$ cat src/slew_ntc_pkg.sv
// Constants shared by the reference-slew and thermistor-fault register bank.
// Assumes one 200 MHz system clock; the command port carries decoded
// PMBus command transactions from a front end that owns the bus pins.
// Notes on behaviour
// - New setpoint reached gradually at programmed rate
// - On/off reference moves ignore the programmed rate
// - Rate bits 2:0 pick 12.5 to 1600 mV/ms
// - Rate word is two bytes; bits 15:3 unused
// - Rate resets to 0004h, 200 mV/ms
// - Threshold bits 9:0, 2 mV/count, versus thermistor reading
// - Threshold word two bytes; bits 15:10 ignored
// - Threshold resets to 0096h, 300 mV
// - Fault raised when thermistor reading below threshold
// - Threshold writable and reads back stored value
// - Setpoint is 8-bit unsigned, 8 mV/count
// - Reads always work; writes blocked by lock code
package slew_ntc_pkg;

  localparam int unsigned WORD_W   = 16;
  localparam int unsigned CODE_W   = 8;
  localparam int unsigned RATE_W   = 3;
  localparam int unsigned THR_W    = 10;
  localparam int unsigned DAC_W    = 8;
  localparam int unsigned LOCK_W   = 8;

  // Command codes of the two registers
  localparam logic [CODE_W-1:0] CMD_SLEW_RATE = 8'h27;
  localparam logic [CODE_W-1:0] CMD_TEMP_THR  = 8'h4f;

  // Reset values
  localparam logic [RATE_W-1:0] SLEW_RATE_RESET = 3'h4;
  localparam logic [THR_W-1:0]  TEMP_THR_RESET  = 10'h096;

  // Write lock: only zero leaves writes open
  localparam logic [LOCK_W-1:0] LOCK_OPEN = 8'h00;

  // Fastest rate code; each lower code doubles the step interval
  localparam logic [RATE_W-1:0] RATE_CODE_MAX = 3'h7;

  // One DAC count is 8 mV; at 1600 mV/ms a count takes 5000 ns
  localparam int unsigned DAC_STEP_MV       = 8;
  localparam int unsigned FASTEST_RATE_MVMS = 1600;
  localparam int unsigned STEP_NS_FASTEST   = 5000;
  localparam int unsigned CLK_MHZ           = 200;
  localparam int unsigned STEP_CYC_FASTEST  =
    (STEP_NS_FASTEST * CLK_MHZ) / 1000;

  // Slowest interval is 128 times the fastest
  localparam int unsigned STEP_CNT_W = 17;

endpackage

$ cat src/thermistor_compare.sv
// Board over-temperature comparator on thermistor readings.
// Assumes readings arrive on clk_in as 2 mV/count codes with a valid strobe.
`timescale 1ns/1ps
module thermistor_compare (
  input  wire logic                           clk_in,
  input  wire logic                           rst_in,
  input  wire logic [slew_ntc_pkg::THR_W-1:0] reading_in,
  input  wire logic                           reading_valid_in,
  input  wire logic [slew_ntc_pkg::THR_W-1:0] threshold_in,
  output logic                                fault_out,
  output logic                                fault_event_out
);
  import slew_ntc_pkg::*;

  logic fault_r;
  logic fault_nxt;
  logic event_r;
  logic event_nxt;

  // Lower voltage means hotter board; held until the next sample
  always_comb begin
    fault_nxt = fault_r;
    event_nxt = 1'b0;
    if (reading_valid_in) begin
      fault_nxt = (reading_in < threshold_in);
      event_nxt = (reading_in < threshold_in) && !fault_r;
    end
  end

  always_ff @(posedge clk_in) begin
    if (rst_in) begin
      fault_r <= 1'b0;
      event_r <= 1'b0;
    end else begin
      fault_r <= fault_nxt;
      event_r <= event_nxt;
    end
  end

  assign fault_out       = fault_r;
  assign fault_event_out = event_r;

endmodule // thermistor_compare

$ cat src/ref_slew_ntc_regs.sv
// Reference slew-rate and thermistor fault-threshold registers with the
// reference DAC slew engine and the board over-temperature comparator.
// Assumes a PMBus front end delivers one decoded command per request
// pulse, and that setpoint, unit-on and lock code come from logic on clk_in.
`timescale 1ns/1ps
module ref_slew_ntc_regs #(
  parameter int unsigned STEP_CYC = slew_ntc_pkg::STEP_CYC_FASTEST
) (
  input  wire logic                            clk_in,
  input  wire logic                            rst_in,
  // Decoded command port
  input  wire logic                            cmd_req_in,
  input  wire logic                            cmd_write_in,
  input  wire logic [slew_ntc_pkg::CODE_W-1:0] cmd_code_in,
  input  wire logic [slew_ntc_pkg::WORD_W-1:0] cmd_wdata_in,
  input  wire logic [slew_ntc_pkg::LOCK_W-1:0] write_lock_in,
  output logic                                 cmd_ack_out,
  output logic                                 cmd_nak_out,
  output logic      [slew_ntc_pkg::WORD_W-1:0] cmd_rdata_out,
  // Converter side
  input  wire logic [slew_ntc_pkg::DAC_W-1:0]  output_setpoint_in,
  input  wire logic                            unit_on_in,
  output logic      [slew_ntc_pkg::DAC_W-1:0]  ref_dac_out,
  output logic                                 slew_busy_out,
  // Thermistor side
  input  wire logic [slew_ntc_pkg::THR_W-1:0]  thermistor_input_in,
  input  wire logic                            thermistor_valid_in,
  output logic                                 board_overtemp_fault_out,
  output logic                                 board_overtemp_event_out
);
  import slew_ntc_pkg::*;

  // Register bank state
  logic [RATE_W-1:0] reference_slew_rate_r;
  logic [RATE_W-1:0] reference_slew_rate_nxt;
  logic [THR_W-1:0]  board_temp_fault_threshold_r;
  logic [THR_W-1:0]  board_temp_fault_threshold_nxt;

  // Command answer state
  logic              ack_r;
  logic              ack_nxt;
  logic              nak_r;
  logic              nak_nxt;
  logic [WORD_W-1:0] rdata_r;
  logic [WORD_W-1:0] rdata_nxt;

  // Slew engine state
  logic [DAC_W-1:0]      ref_r;
  logic [DAC_W-1:0]      ref_nxt;
  logic                  on_r;
  logic                  on_nxt;
  logic [STEP_CNT_W-1:0] tick_cnt_r;
  logic [STEP_CNT_W-1:0] tick_cnt_nxt;

  // Decode helpers
  logic              hit_rate;
  logic              hit_thr;
  logic              mapped;
  logic              locked;
  logic              wr_ok;
  logic [WORD_W-1:0] rate_word;
  logic [WORD_W-1:0] thr_word;

  // Slew helpers
  logic [RATE_W-1:0]     shift_amt;
  logic [STEP_CNT_W-1:0] interval;
  logic                  at_target;
  logic                  step_due;

  // Command decode
  assign hit_rate = (cmd_code_in == CMD_SLEW_RATE);
  assign hit_thr  = (cmd_code_in == CMD_TEMP_THR);
  assign mapped   = hit_rate || hit_thr;
  assign locked   = (write_lock_in != LOCK_OPEN);
  assign wr_ok    = cmd_req_in && cmd_write_in && mapped && !locked;

  // Unused upper bits read back as zero
  assign rate_word = {{(WORD_W-RATE_W){1'b0}},
                      reference_slew_rate_r};
  assign thr_word  = {{(WORD_W-THR_W){1'b0}},
                      board_temp_fault_threshold_r};

  // Register writes
  always_comb begin
    reference_slew_rate_nxt        = reference_slew_rate_r;
    board_temp_fault_threshold_nxt = board_temp_fault_threshold_r;
    if (wr_ok && hit_rate) begin
      // Only the rate field is kept; bits 15:3 are dropped
      reference_slew_rate_nxt = cmd_wdata_in[RATE_W-1:0];
    end
    if (wr_ok && hit_thr) begin
      // Bits 15:10 are ignored on write
      board_temp_fault_threshold_nxt =
        cmd_wdata_in[THR_W-1:0];
    end
  end

  always_ff @(posedge clk_in) begin
    if (rst_in) begin
      reference_slew_rate_r        <= SLEW_RATE_RESET;
      board_temp_fault_threshold_r <= TEMP_THR_RESET;
    end else begin
      reference_slew_rate_r        <= reference_slew_rate_nxt;
      board_temp_fault_threshold_r <= board_temp_fault_threshold_nxt;
    end
  end

  // Command answers: one cycle after the request
  always_comb begin
    ack_nxt   = 1'b0;
    nak_nxt   = 1'b0;
    rdata_nxt = rdata_r;
    if (cmd_req_in) begin
      if (!mapped) begin
        nak_nxt = 1'b1;
      end else if (cmd_write_in) begin
        // A locked write is refused, stored values untouched
        ack_nxt = !locked;
        nak_nxt = locked;
      end else begin
        // Reads never consult the lock
        ack_nxt   = 1'b1;
        rdata_nxt = hit_rate ? rate_word : thr_word;
      end
    end
  end

  always_ff @(posedge clk_in) begin
    if (rst_in) begin
      ack_r   <= 1'b0;
      nak_r   <= 1'b0;
      rdata_r <= '0;
    end else begin
      ack_r   <= ack_nxt;
      nak_r   <= nak_nxt;
      rdata_r <= rdata_nxt;
    end
  end

  assign cmd_ack_out   = ack_r;
  assign cmd_nak_out   = nak_r;
  assign cmd_rdata_out = rdata_r;

  // Step interval from the rate code
  // Each code below the fastest halves the rate, so the interval
  // between 8 mV steps doubles: 1600 mV/ms gives STEP_CYC cycles.
  assign shift_amt = RATE_CODE_MAX - reference_slew_rate_r;
  assign interval  = STEP_CNT_W'(STEP_CYC) << shift_amt;

  assign at_target = (ref_r == output_setpoint_in);
  assign step_due  = (tick_cnt_r >= interval - STEP_CNT_W'(1));

  // Reference DAC slew engine
  // Setpoint is an 8 mV/count code, so one DAC count is one step
  always_comb begin
    ref_nxt      = ref_r;
    tick_cnt_nxt = tick_cnt_r;
    on_nxt       = unit_on_in;
    if (!unit_on_in) begin
      // Turn-off drops the reference at once, outside the slew
      ref_nxt      = '0;
      tick_cnt_nxt = '0;
    end else if (!on_r) begin
      // Turn-on loads the setpoint directly; soft-start is elsewhere
      ref_nxt      = output_setpoint_in;
      tick_cnt_nxt = '0;
    end else if (at_target) begin
      // Idle: restart timing so the first step takes a full interval
      tick_cnt_nxt = '0;
    end else if (step_due) begin
      tick_cnt_nxt = '0;
      if (output_setpoint_in > ref_r) begin
        ref_nxt = ref_r + DAC_W'(1);
      end else begin
        ref_nxt = ref_r - DAC_W'(1);
      end
    end else begin
      tick_cnt_nxt = tick_cnt_r + STEP_CNT_W'(1);
    end
  end

  always_ff @(posedge clk_in) begin
    if (rst_in) begin
      ref_r      <= '0;
      on_r       <= 1'b0;
      tick_cnt_r <= '0;
    end else begin
      ref_r      <= ref_nxt;
      on_r       <= on_nxt;
      tick_cnt_r <= tick_cnt_nxt;
    end
  end

  assign ref_dac_out   = ref_r;
  assign slew_busy_out = on_r && !at_target;

  // Board over-temperature comparison
  thermistor_compare u_thermistor_compare (
    .clk_in           (clk_in),
    .rst_in           (rst_in),
    .reading_in       (thermistor_input_in),
    .reading_valid_in (thermistor_valid_in),
    .threshold_in     (board_temp_fault_threshold_r),
    .fault_out        (board_overtemp_fault_out),
    .fault_event_out  (board_overtemp_event_out)
  );

endmodule // ref_slew_ntc_regs

$ cat config.mk
export PLATFORM = sky130hd
export DESIGN_NAME = ref_slew_ntc_regs
export DESIGN_NICKNAME = d
export VERILOG_FILES = /design/src/slew_ntc_pkg.sv /design/src/thermistor_compare.sv /design/src/ref_slew_ntc_regs.sv
export SDC_FILE = /design/constraint.sdc
export NUM_CORES = 1
export LEC_CHECK = 0
export BUFFER_PORTS_ARGS = -buffer_cell sky130_fd_sc_hd__buf_4
export CAP_MARGIN = 15
export CORE_MARGIN = 3
export CORE_UTILIZATION = 53
export DETAILED_ROUTE_END_ITERATION = 8
export MAX_ROUTING_LAYER = met4
export PLACE_DENSITY_LB_ADDON = 0.15
export SLEW_MARGIN = 5
export SYNTH_ARGS = -nofsm -noshare
export SYNTH_HDL_FRONTEND = slang
export SYNTH_SLANG_ARGS = --single-unit
$ cat constraint.sdc
create_clock -name clk_in -period 3.5 [get_ports clk_in]
set_input_delay 0.35 -clock clk_in [delete_from_list [all_inputs] [get_ports clk_in]]
set_output_delay 0.35 -clock clk_in [all_outputs]
set_load 0.005 [all_outputs]
# After elaboration in Yosys (flattened, before gate mapping)
# Cells that the tools add are included.
# totals
word_cells,57
output_inout_bits,29
regBits,59
# op_classes
muxes,8
n_addsub,5
n_shift,1
bitwise,6
n_reduce_logical,19
n_eq_ne,5
n_lt_le_gt_ge,3
# ops
op,n
8-bit two-way mux,4
17-bit by 1-bit adder with 17-bit output (second input constant),1
17-bit greater-or-equal comparator,1
10-bit by 3-bit left shift with 17-bit output (first input constant),1
17-bit by 1-bit subtractor with 17-bit output (second input constant),1
10-bit < comparator,1
10-bit two-way mux,1
8-bit by 1-bit adder with 8-bit output (second input constant),1
8-bit by 6-bit == test with 1-bit output (second input constant),1
8-bit by 7-bit == test with 1-bit output (second input constant),1
8-bit == test,1
8-bit > comparator,1
8-bit nonzero test,1
8-bit by 1-bit subtractor with 8-bit output (second input constant),1
1-bit logical AND,7
1-bit NOT,6
2-bit OR reduction,3
5-bit OR reduction,1
1-bit logical NOT,3
1-bit two-way mux,3
3-bit AND reduction,1
3-bit OR reduction,1
3-bit subtractor (first input constant),1
2-bit by 1-bit != test with 1-bit output (second input constant),1
3 further kinds,3

# Depth between registers and ports, before layout
# Gate-level depths: netlist of the first run.
# logic_depth
depth_word,7
mapped_depth,14

# Hierarchy
# Synthesis of the first run repeated with hierarchy kept, for this count alone.
# unflattened
hier_cells,381
hier_area_um2,3296.9
# by_module_without_submodules
module,area_per_inst_um2,n_inst,cells_each
ref_slew_ntc_regs,2985.4,1,345
thermistor_compare,311.5,1,36

# Least setup slack after synthesis of the first run
# OpenSTA, ideal clock, no wires.
# synth_timing
path_kind,reg2reg
start,"reg ref_r[1], in the netlist ref_dac_out[1]"
end,"reg ref_r[7], in the netlist ref_dac_out[7]"
synth_period_minus_slack_ns,3.282
path_stages_with_launch,15
setup_ns,0.124
t_arrival_ns,3.158
path_slack_ns,0.218
t_required_ns,3.376
path_cell_list,dfxtp_1 > inv_1 > ha_1 > nor2b_1 > o211ai_1 > a21oi_1 > o32ai_1 > ha_1 > a21o_1 > a21oi_1 > o21bai_1 > a21oi_1 > a21oi_1 > xnor2_1 > o21ai_0
# synth_between
elab_chain_len,5
# synth_rtl
element,line_no,source
from (decl),ref_slew_ntc_regs.sv:48,logic [DAC_W-1:0] ref_r;
from (signal assigned),ref_slew_ntc_regs.sv:188,ref_r <= ref_nxt;
"8-bit by 1-bit subtractor with 8-bit output, or another cell as far along",ref_slew_ntc_regs.sv:175,ref_nxt = ref_r - DAC_W'(1);
8-bit two-way mux,ref_slew_ntc_regs.sv:172,if (output_setpoint_in > ref_r) begin
8-bit two-way mux,ref_slew_ntc_regs.sv:170,end else if (step_due) begin
8-bit two-way mux,ref_slew_ntc_regs.sv:167,end else if (at_target) begin
8-bit two-way mux,ref_slew_ntc_regs.sv:163,end else if (!on_r) begin
# Several ways; a longest one is shown, not always the timed one. The select of a mux whose other input is x is not followed.
# A chain may end at the register's enable or synchronous reset.

# Worst setup path in the final report of the first run
# Same ends and word-level chain as after synthesis.

==> results.md, run 1 <==
* Fin. Hold Viols at 0
* Max cap viols at 0
* Post-Syn Area per Cell at 8.47 µm²
* Iteration-0 DRC Markers at 150
* Peak supply drop at 0.000264 V
* Diodes inserted at 0
* Global Route Usage Sum at 21.1%
* # IOs at 85
* Min Tclk post-route at 3.08 ns
* WL/cell at 13.3 µm
* Grt ovf at 0
* Antenna violations before repair at 0
* Slew HR at 55.0%
* Worst slack at placement at 0.414 ns
* Leak at 1.74 nW
* Via density at 5.38
* Fin nets at 543
* Die height at 83.9 µm
* Initial Util at 56.7%
* Critical path data required time at 3.70 ns
* Fillers at 485
* Most frequent cells in the layout: buf_4, dfxtp_1, nor2_1
* Max-slew violations at 0
* Worst hold path type: primary input to register
* Later-pin clock latency in the skew report at 0.31 ns
* CTS tree: done
* CP Data Arrival Time at 3.29 ns
* Status: finished clean
* Post-synthesis register bit count at 53
* Largest net degree at the start of global routing at 22
* Synthesized instance count at 380
* Full die area at 7050 µm²
* Yosys warns at 0
* Critical path peak fanout at 8
* CTS Buf Count at 5
* Unrepaired setup endpoints after global routing: no
* Setup ws final at 0.417 ns
* Clock slew at reported path FFs at 0.10 ns
* Crit path launch type: register
* Crit. End Element: register
* Fin Setup TNS at 0 ns
* CTS sink count at 53
* H-Tree Depth at 2
* Setup Buffers After CTS at 0
* Die W at 83.9 µm
* Kind of critical path: register to register
* Layout cells sized above 1 at 20.0%
* Clk buf depth at 2
* Vias in the first global route at 2676
* Finish-stage setup viols at 0
* Cts repair resizes at 0
* DRC errors left at 0
* Hold buffer count at CTS at 0
* Pwr/cell area at 304 nW/µm²
* Root Buffer: clkbuf_8
* Synthesized area at 3220 µm²
* Post-route ant nets at 0
* Post-synthesis cell type count at 46
* Placer Congestion at 0.760
* First-pass GRT wire length at 12200 µm
* Layout Utilization at 68.2%
* First drt pass iteration count at 4
* Area delta synth->final at 20.2%
* Port bufs at 72
* Tcrit/Tclk final at 88.1%
* Worst hold slack at 0.259 ns
* Final Power at 1.18 mW
* Most common cell after layout, fill and taps aside: buf_4
* Worst Max-Slew Pin Slew at 0.674 ns
* Skew final at 0.00855 ns
* Fmax at 324 MHz
* Detailed-route wire length at 6930 µm
* HPWL after DPL at 5450 µm
* Post-synthesis sequential area ratio at 33.0%
* Cell row count at 27
* Vias at 2804
* Core box area at 5680 µm²
final timing paths:
kind         cells after the start  slack [ns]                                   end                            from
max reg2reg                     15        0.42                        ref_dac_out[7]                  ref_dac_out[1]
max                             15        0.42                        ref_dac_out[7]                  ref_dac_out[1]
min                              3        0.26       board_temp_fault_threshold_r[4]                 cmd_wdata_in[4]
min reg2reg                      1        0.44  u_thermistor_compare.fault_event_out  u_thermistor_compare.fault_out
critical path, stage by stage (launching register included):
cell and delay (ns):
dfxtp_1 0.44, inv_1 0.07, ha_1 0.28, nor2b_1 0.13
o211ai_1 0.15, a21oi_1 0.08, o32ai_1 0.26, buf_4 0.22
ha_1 0.24, a21o_1 0.17, a21oi_1 0.21, o21bai_1 0.10
a21oi_1 0.25, a21oi_1 0.12, xnor2_1 0.15, o21ai_0 0.09
Yosys cell counts (all sizes together):
| cell type | count | area, µm² |
|---|---|---|
| a211oi | 8 | 60.1 |
| a21o | 4 | 30.0 |
| a21oi | 28 | 144 |
| a221o | 1 | 10.0 |
| a221oi | 1 | 15.0 |
| a31oi | 1 | 6.26 |
| and2 | 1 | 6.26 |
| and3 | 7 | 43.8 |
| and3b | 2 | 17.5 |
| buf | 12 | 86.3 |
| clkbuf | 6 | 22.5 |
| conb | 1 | 3.75 |
| dfxtp | 53 | 1060 |
| fa | 1 | 20.0 |
| ha | 38 | 475 |
| inv | 24 | 90.1 |
| mux2i | 18 | 180 |
| nand2 | 31 | 119 |
| nand2b | 1 | 6.26 |
| nand3 | 22 | 110 |
| nand3b | 1 | 7.51 |
| nand4 | 6 | 37.5 |
| nor2 | 50 | 193 |
| nor2b | 6 | 37.5 |
| nor3 | 1 | 5.00 |
| nor3b | 3 | 22.5 |
| nor4 | 2 | 12.5 |
| o211ai | 5 | 37.5 |
| o21a | 3 | 30.0 |
| o21ai | 11 | 55.1 |
| o21bai | 3 | 22.5 |
| o311a | 1 | 10.0 |
| o32a | 1 | 10.0 |
| o32ai | 1 | 8.76 |
| or2 | 1 | 6.26 |
| or3 | 1 | 6.26 |
| or3b | 1 | 8.76 |
| xnor2 | 13 | 114 |
| xor2 | 10 | 87.6 |
per-layer routing:
| layer | GRT usage (%) | routed length, µm |
|---|---|---|
| met5 | - | 0 |
| met4 | 5.99 | 117 |
| met3 | 4.94 | 429 |
| met2 | 33.9 | 3250 |
| met1 | 26.6 | 3130 |
through the flow:
stage	cells	instance area [µm²]
floorplan	385	3240
global placement	513	3770
detailed placement	513	3770
CTS	521	3870
global route	521	3870
finish	521	3870
state kept, by name (all words and copies together), names as in the netlist:
name                                  cells
board_temp_fault_threshold_r             10
cmd_ack_out                               1
cmd_nak_out                               1
cmd_rdata_out                            10
on_r                                      1
ref_dac_out                               8
reference_slew_rate_r                     3
tick_cnt_r                               17
u_thermistor_compare.fault_event_out      1
u_thermistor_compare.fault_out            1
where the power goes:
part / switching, mW / leakage (nW) / internal (mW)
clock: 0.216 / 0.0447 / 0.145
sequential: 0.0114 / 0.429 / 0.612
combinational: 0.0879 / 1.27 / 0.105
total: 0.316 / 1.74 / 0.862
final cells by class:
| cell class | count | area, µm² | share of cell area (%) |
|---|---|---|---|
| Inverter | 24 | 90.1 | 2.33 |
| Tap cell | 72 | 90.1 | 2.33 |
| Sequential cell | 53 | 1060 | 27.4 |
| Clock inverter | 3 | 25.0 | 0.647 |
| Multi-Input combinational cell | 290 | 1980 | 51.1 |
| Timing Repair Buffer | 74 | 556 | 14.4 |
| Clock buffer | 5 | 68.8 | 1.78 |
logic make-up (layout without fill, tap and decap cells):
family | Yosys count | in the layout | share of synthesized area [%]
and+or+nand+nor | 136 | 136 | 19.9
other | 1 | 6 | 0.116
muxes | 18 | 18 | 5.60
xor gates and xnor gates | 23 | 23 | 6.26
AOI/OAI and AO/OA | 68 | 68 | 13.6
buffers and inverters | 42 | 106 | 6.18
DFF | 53 | 53 | 33.0
adders and majority gates | 39 | 39 | 15.4
Note: power is estimated with default switching activity, not from simulation.
==> run 2: changes to the inputs <==
--- a/config.mk
+++ b/config.mk
@@ -15,4 +15,5 @@
 export SLEW_MARGIN = 5
 export SYNTH_ARGS = -nofsm -noshare
 export SYNTH_HDL_FRONTEND = slang
+export SYNTH_HIERARCHICAL = 1
 export SYNTH_SLANG_ARGS = --single-unit
==> run 2 against run 1 <==
  * Sequential power down 1%
  * Non-clock buffer count down 2
  * Combinational power down 12%
  * Critical path type unchanged
  * Critical endpoint unchanged
==> results.md, run 2 <==
* Die height at 84.9 µm (+1.1%)
* Full die area at 7200 µm² (+2.2%)
* Vias in the first global route at 2727 (+1.9%)
* Synth Area in Compound Gates at 16.7% (+3.0 points)
* Diodes inserted at 0 (unchanged)
* Layout cells sized above 1 at 20.5% (+0.49 points)
* Area delta synth->final at 19.8%
* Iteration-0 DRC Markers at 103 (-31%)
* Finish-stage setup viols at 0 (unchanged)
* Clk buf depth at 2 (unchanged)
* Post-synthesis cell type count at 52 (+13%)
* Fin Setup TNS at 0 ns (unchanged)
* Layout Utilization at 66.3% (-1.9 points)
* First-pass GRT wire length at 12300 µm (+0.79%)
* Top reg by flops: tick_cnt_r
* CP delay by family, top: simple AND/OR/NAND/NOR gates
* FFs w/ async S/R, synth at 0% (unchanged)
* Post-synthesis sequential area ratio at 32.2% (-0.78 points)
* Via density at 5.50 (+2.2%)
* CP Depth at 13 (-2)
* Fillers at 527 (+8.7%)
* Fmax at 316 MHz (-2.7%)
* Slowest Stage Delay on Critical Path at 0.43 ns (about the same)
* CTS sink count at 53 (unchanged)
* Multiplexer area fraction after synthesis at 3.95% (-1.6 points)
* WL/cell at 13.8 µm (+3.4%)
* Port bufs at 72 (unchanged)
* Root Buffer: clkbuf_8
* Post-Syn Area per Cell at 8.65 µm² (+2.1%)
* Peak supply drop at 0.000207 V (-22%)
* Synthesized area at 3300 µm² (+2.4%)
* Synth Area in Simple Gates at 20.6% (+0.79 points)
* Slew HR at 45.7% (-9.3 points)
* Top post-synthesis cells by area: dfxtp_1, ha_1, a21oi_1, nor2_1, mux2i_1
* Unrepaired setup endpoints after global routing: no
* Worst hold path type: primary input to register
* Critical path data required time at 3.72 ns (+0.02 ns)
* Cell row count at 28 (+3.7%)
* Post-synthesis register bit count at 53 (unchanged)
* Tcrit/Tclk final at 90.5% (+2.4 points)
* Cells on worst reg2reg path at 13 (-2)
* Worst Max-Slew Pin Slew at 0.811 ns (+0.136 ns)
* Synth top area share at 32.2% (-0.78 points)
* Crit. End Element: register
* Gr busiest metal: met2
* CP Data Arrival Time at 3.38 ns (+0.09 ns)
* Storage cell area at 1060 µm² (unchanged)
* Final Power at 1.14 mW (-3.2%)
* HPWL after DPL at 5580 µm (+2.4%)
* Yosys warns at 6 (+6)
* Initial Util at 55.4% (-1.4 points)
* Worst slack at placement at 0.165 ns (-0.249 ns)
* Most common cell after layout, fill and taps aside: buf_4
* # IOs at 85 (unchanged)
* Fin. Hold Viols at 0 (unchanged)
* Synthesized instance count at 381 (+0.26%)
* Most frequent cells in the layout: buf_4, dfxtp_1, nor2_1, ha_1, a21oi_1
* Detailed-route wire length at 7190 µm (+3.8%)
* Placer Congestion at 0.806 (+6.0%)
* Later-pin clock latency in the skew report at 0.30 ns (about the same)
* CTS Buf Count at 5 (unchanged)
* Min Tclk post-route at 3.17 ns (+0.0855 ns)
* Max cap viols at 0 (unchanged)
* Leak at 1.72 nW (-1.1%)
* Fin nets at 543 (unchanged)
* Global Route Usage Sum at 21.1% (-0.066 points)
* Reg-to-reg setup timing slack at 0.33 ns (-0.09 ns)
* Met3 GRT Util at 3.69% (-1.2 points)
* First drt pass iteration count at 4 (unchanged)
* Max-slew violations at 0 (unchanged)
* CTS tree: done
* Multi-input logic area at 2070 µm² (+4.8%)
* CP dominant cell by count: ha_1
* Core box area at 5960 µm² (+4.9%)
* Synth top cells by count: dfxtp_1, nor2_1, ha_1, a21oi_1, inv_1
* Antenna violations before repair at 0 (unchanged)
* Die W at 84.9 µm (+1.1%)
* Grt met1 use at 27.9% (+1.2 points)
* Grt ovf at 0 (unchanged)
* Most frequent cell after synthesis: dfxtp_1
* Pwr/cell area at 288 nW/µm² (-5.2%)
* Status: finished clean
* DRC errors left at 0 (unchanged)
* Number of synthesized flops with an enable pin at 0 (unchanged)
* Cell Chain, Critical Path: inv_1, ha_1, and4_1, nand2_1, and2_1, nor2_2, ha_1, a21o_1, a22oi_1, a21oi_1, nor3_1, o21ai_0, a211oi_1
* Vias at 2877 (+2.6%)
* Largest register FFs at 17 (unchanged)
* Skew final at 0.0103 ns (+0.00176 ns)
* Clock slew at reported path FFs at 0.10 ns (about the same)
* Met2 Use GR at 34.0% (+0.038 points)
* Kind of critical path: register to register
* Largest net degree at the start of global routing at 28 (+27%)
* Critical path peak fanout at 7 (-1)
* Main combinational cell family by area after synthesis: simple AND/OR/NAND/NOR gates
* Worst Hold Depth at 2 (-1)
* Largest area contributor in the netlist: dfxtp_1
* Synth Area in XOR/XNOR at 5.84% (-0.41 points)
* Crit path launch type: register
* Area share of fa/ha/maj cells after synthesis at 15.0% (-0.36 points)
* Post-route ant nets at 0 (unchanged)
* CP bufs+invs at 1 (-1)
* Setup ws final at 0.332 ns (-0.0855 ns)
* Slowest-stage cell, CP: dfxtp_1
* H-Tree Depth at 2 (unchanged)
* Top_reg_cell synth: dfxtp_1
-- run 2: layer usage --
layer	vias to the layer above	share of wire, %
li1	1478	-
met1	1322	46
met2	70	48
met3	7	5.7
met4	0	0.74
met5	-	0
-- run 2: power by group --
part / switching (mW) / leakage (nW) / total [mW] / internal (mW)
Combinational: 0.0790 / 1.25 / 0.169 / 0.0899
Clock: 0.197 / 0.0433 / 0.354 / 0.157
Sequential: 0.00711 / 0.429 / 0.617 / 0.609
Total: 0.283 / 1.72 / 1.14 / 0.856
-- run 2: final timing paths --
| path | start | end |
|---|---|---|
| setup reg to reg | ref_dac_out[1] | ref_dac_out[7] |
| hold / removal | cmd_wdata_in[4] | board_temp_fault_threshold_r[4] |
| hold reg to reg | cmd_rdata_out[8] | cmd_rdata_out[8] |
| setup / recovery | ref_dac_out[1] | ref_dac_out[7] |
-- run 2: area by class of cell --
cell class | instances | share of cell area [%]
Inverter | 24 | 2.28
Tap cell | 75 | 2.38
Sequential cell | 53 | 26.9
Clock inverter | 1 | 0.190
Timing Repair Buffer | 72 | 13.7
Clock buffer | 6 | 2.09
Multi-Input combinational cell | 292 | 52.5
-- run 2: what timing repair did --
item                       in CTS  in global routing
setup endpoints to repair       0                  1
resized for setup               0                  1
hold buffers                    0                  0
buffers inserted                0                  0
-- run 2: kinds of logic after synthesis --
kind of cell | count (synthesis)
flops | 53
other cells | 1
fa+ha+maj | 39
mux | 13
xor+xnor | 22
simple gates | 131
compound gates | 81
buf+inv | 41
-- run 2: per-stage QoR --
stage / area (µm²) / std cells / hold slack, ns
floorplan: 3320 / 386 / 0.426
global placement: 3860 / 516 / 0.443
detailed placement: 3860 / 516 / 0.445
CTS: 3950 / 523 / 0.238
global route: 3950 / 523 / 0.249
finish: 3950 / 523 / 0.244
==> run 3: changes to the inputs <==
--- a/config.mk
+++ b/config.mk
@@ -8,7 +8,7 @@
 export BUFFER_PORTS_ARGS = -buffer_cell sky130_fd_sc_hd__buf_4
 export CAP_MARGIN = 15
 export CORE_MARGIN = 3
-export CORE_UTILIZATION = 53
+export CORE_UTILIZATION = 46
 export DETAILED_ROUTE_END_ITERATION = 8
 export MAX_ROUTING_LAYER = met4
 export PLACE_DENSITY_LB_ADDON = 0.15
==> run 3 against run 2 <==
  * Via count increased by 0.10%
  * Global-route usage decreased by 2.9 points
  * Clock skew decreased by 0.0045 ns
  * Setup slack improved by 0.010 ns
  * Utilization decreased by 8.0 points
  * Critical endpoint unchanged
  * Largest power group unchanged
==> results.md, run 3 (synthesis results as in run 2) <==
* Reg-to-reg setup timing slack at 0.34 ns (about the same)
* Leak at 1.73 nW (+0.82%)
* Pwr/cell area at 306 nW/µm² (+6.1%)
* Crit. End Element: register
* Die height at 90.7 µm (+6.8%)
* Layout Utilization at 58.3% (-8.0 points)
* Post-route non-filler standard cell count at 545 (+4.2%)
* Via density at 5.28 (-3.9%)
* Status: finished clean
* Antenna violations before repair at 0 (unchanged)
* Peak supply drop at 0.000233 V (+13%)
* First-pass GRT wire length at 12200 µm (-0.67%)
* Global Route Usage Sum at 18.2% (-2.9 points)
* Tcrit/Tclk final at 90.2% (-0.29 points)
* Later-pin clock latency in the skew report at 0.31 ns (about the same)
* Max-slew violations at 0 (unchanged)
* Port bufs at 72 (unchanged)
* Core box area at 6870 µm² (+15%)
* Most frequent cells in the layout: buf_4, dfxtp_1, nor2_1, ha_1, a21oi_1
* H-Tree Depth at 2 (unchanged)
* CP Data Arrival Time at 3.39 ns (about the same)
* Crit path launch type: register
* Fmax at 317 MHz (+0.32%)
* CTS Buf Count at 5 (unchanged)
* Most common cell after layout, fill and taps aside: buf_4
* Fin. Hold Viols at 0 (unchanged)
* Detailed-route wire length at 7220 µm (+0.35%)
* Max cap viols at 0 (unchanged)
* DRC errors left at 0 (unchanged)
* HPWL after DPL at 5530 µm (-0.95%)
* Largest net degree at the start of global routing at 28 (unchanged)
* Full die area at 8220 µm² (+14%)
* Finish-stage setup viols at 0 (unchanged)
* Worst hold path type: primary input to register
* CTS sink count at 53 (unchanged)
* Worst Hold Depth at 2 (unchanged)
* Fin Setup TNS at 0 ns (unchanged)
* Diodes inserted at 0 (unchanged)
* First drt pass iteration count at 4 (unchanged)
* Vias at 2880 (+0.10%)
* Iteration-0 DRC Markers at 88 (-15%)
* Critical path peak fanout at 7 (unchanged)
* Worst R2R Start: ref_dac_out[1]
* Cell row count at 30 (+7.1%)
* Top reg by flops: tick_cnt_r
* # IOs at 85 (unchanged)
* Area delta synth->final at 21.5%
* Initial Util at 48.0% (-7.4 points)
* Placer Congestion at 0.830 (+3.1%)
* Worst Max-Slew Pin Slew at 0.829 ns (+0.0183 ns)
* Layout cells sized above 1 at 20.7% (+0.18 points)
* Kind of critical path: register to register
* Grt ovf at 0 (unchanged)
* Unrepaired setup endpoints after global routing: no
* Root Buffer: clkbuf_8
* Worst hold endpoint: board_temp_fault_threshold_r[4]
* Skew final at 0.00583 ns (-0.00448 ns)
* WL/cell at 13.2 µm (-3.7%)
* Cells after DPL at 537 (+4.1%)
* Cells on worst reg2reg path at 13 (unchanged)
* Critical path data required time at 3.73 ns (about the same)
* Slew HR at 44.5% (-1.2 points)
* Vias in the first global route at 2731 (+0.15%)
* Min-delay src: cmd_wdata_in[4]
* Clock slew at reported path FFs at 0.10 ns (about the same)
* Post-route ant nets at 0 (unchanged)
* CTS tree: done
* RR Endpoint: ref_dac_out[7]
* Largest register FFs at 17 (unchanged)
* Die W at 90.7 µm (+6.8%)
* Fin nets at 543 (unchanged)
* Clk buf depth at 2 (unchanged)
* Min Tclk post-route at 3.16 ns (-0.00999 ns)
## run 3: routing by layer
metal  part of all wire [%]  wire [µm]  vias to the layer above  global-route usage (%)
li1                       -          -                     1480                       -
met1                     47       3370                     1328                    24.2
met2                     48       3440                       66                    28.4
met3                    5.0        359                        6                    3.67
met4                   0.71         51                        0                    4.59
met5                      0          0                        -                       -
## run 3: per-stage QoR
| stage | hold WS, ns | setup WS [ns] | area [µm²] | total power, mW |
|---|---|---|---|---|
| finish | 0.238 | 0.342 | 4010 | 1.23 |
| global route | 0.233 | 0.00494 | 4010 | 1.28 |
| CTS | 0.228 | 0.162 | 4000 | 1.24 |
| detailed placement | 0.446 | 0.168 | 3880 | 0.798 |
| global placement | 0.442 | 0.254 | 3880 | 0.795 |
| floorplan | 0.426 | 0.635 | 3320 | 0.726 |
## run 3: cell type report
| class | count | area, µm² |
|---|---|---|
| fillers | 604 | 2860 |
| multi-input cells | 292 | 2070 |
| flip-flops and latches | 53 | 1060 |
| repair buffers | 72 | 541 |
| well taps | 96 | 120 |
| inverters | 24 | 90.1 |
| clock buffers | 6 | 82.6 |
| clock inverters | 2 | 37.5 |
## run 3: how the worst max path moves through the flow
stage                     slack, ns        endpoint                  start  cells after the start
after floorplan                0.63  ref_dac_out[7]         ref_dac_out[1]                     13
after detailed placement       0.17  ref_dac_out[7]  output_setpoint_in[7]                     13
final                          0.34  ref_dac_out[7]         ref_dac_out[1]                     13
after global placement         0.25  ref_dac_out[7]  output_setpoint_in[7]                     13
after global routing          0.005  ref_dac_out[7]         ref_dac_out[1]                     13
after CTS                      0.16  ref_dac_out[7]         ref_dac_out[1]                     13
## run 3: power by group
part           total [mW]  internal, mW  switching, mW
logic               0.169        0.0899         0.0794
registers           0.617         0.609        0.00739
clock network       0.439         0.233          0.206
## run 3: critical path: stages, from the launching register on
cell and delay [ns]:
dfxtp_1 0.44, inv_1 0.07, ha_1 0.28, and4_1 0.24, nand2_1 0.10, and2_1 0.18
nor2_2 0.31, ha_1 0.36, and3_1 0.21, a22oi_1 0.20, a21oi_1 0.14, nor3_1 0.21
o21ai_0 0.12, a211oi_1 0.21
## run 3: what timing repair did
item,4_1_cts,5_1_grt
gates resized for setup,0,1
buffers inserted,0,0
setup endpoints to repair,0,1
hold buffers,0,0
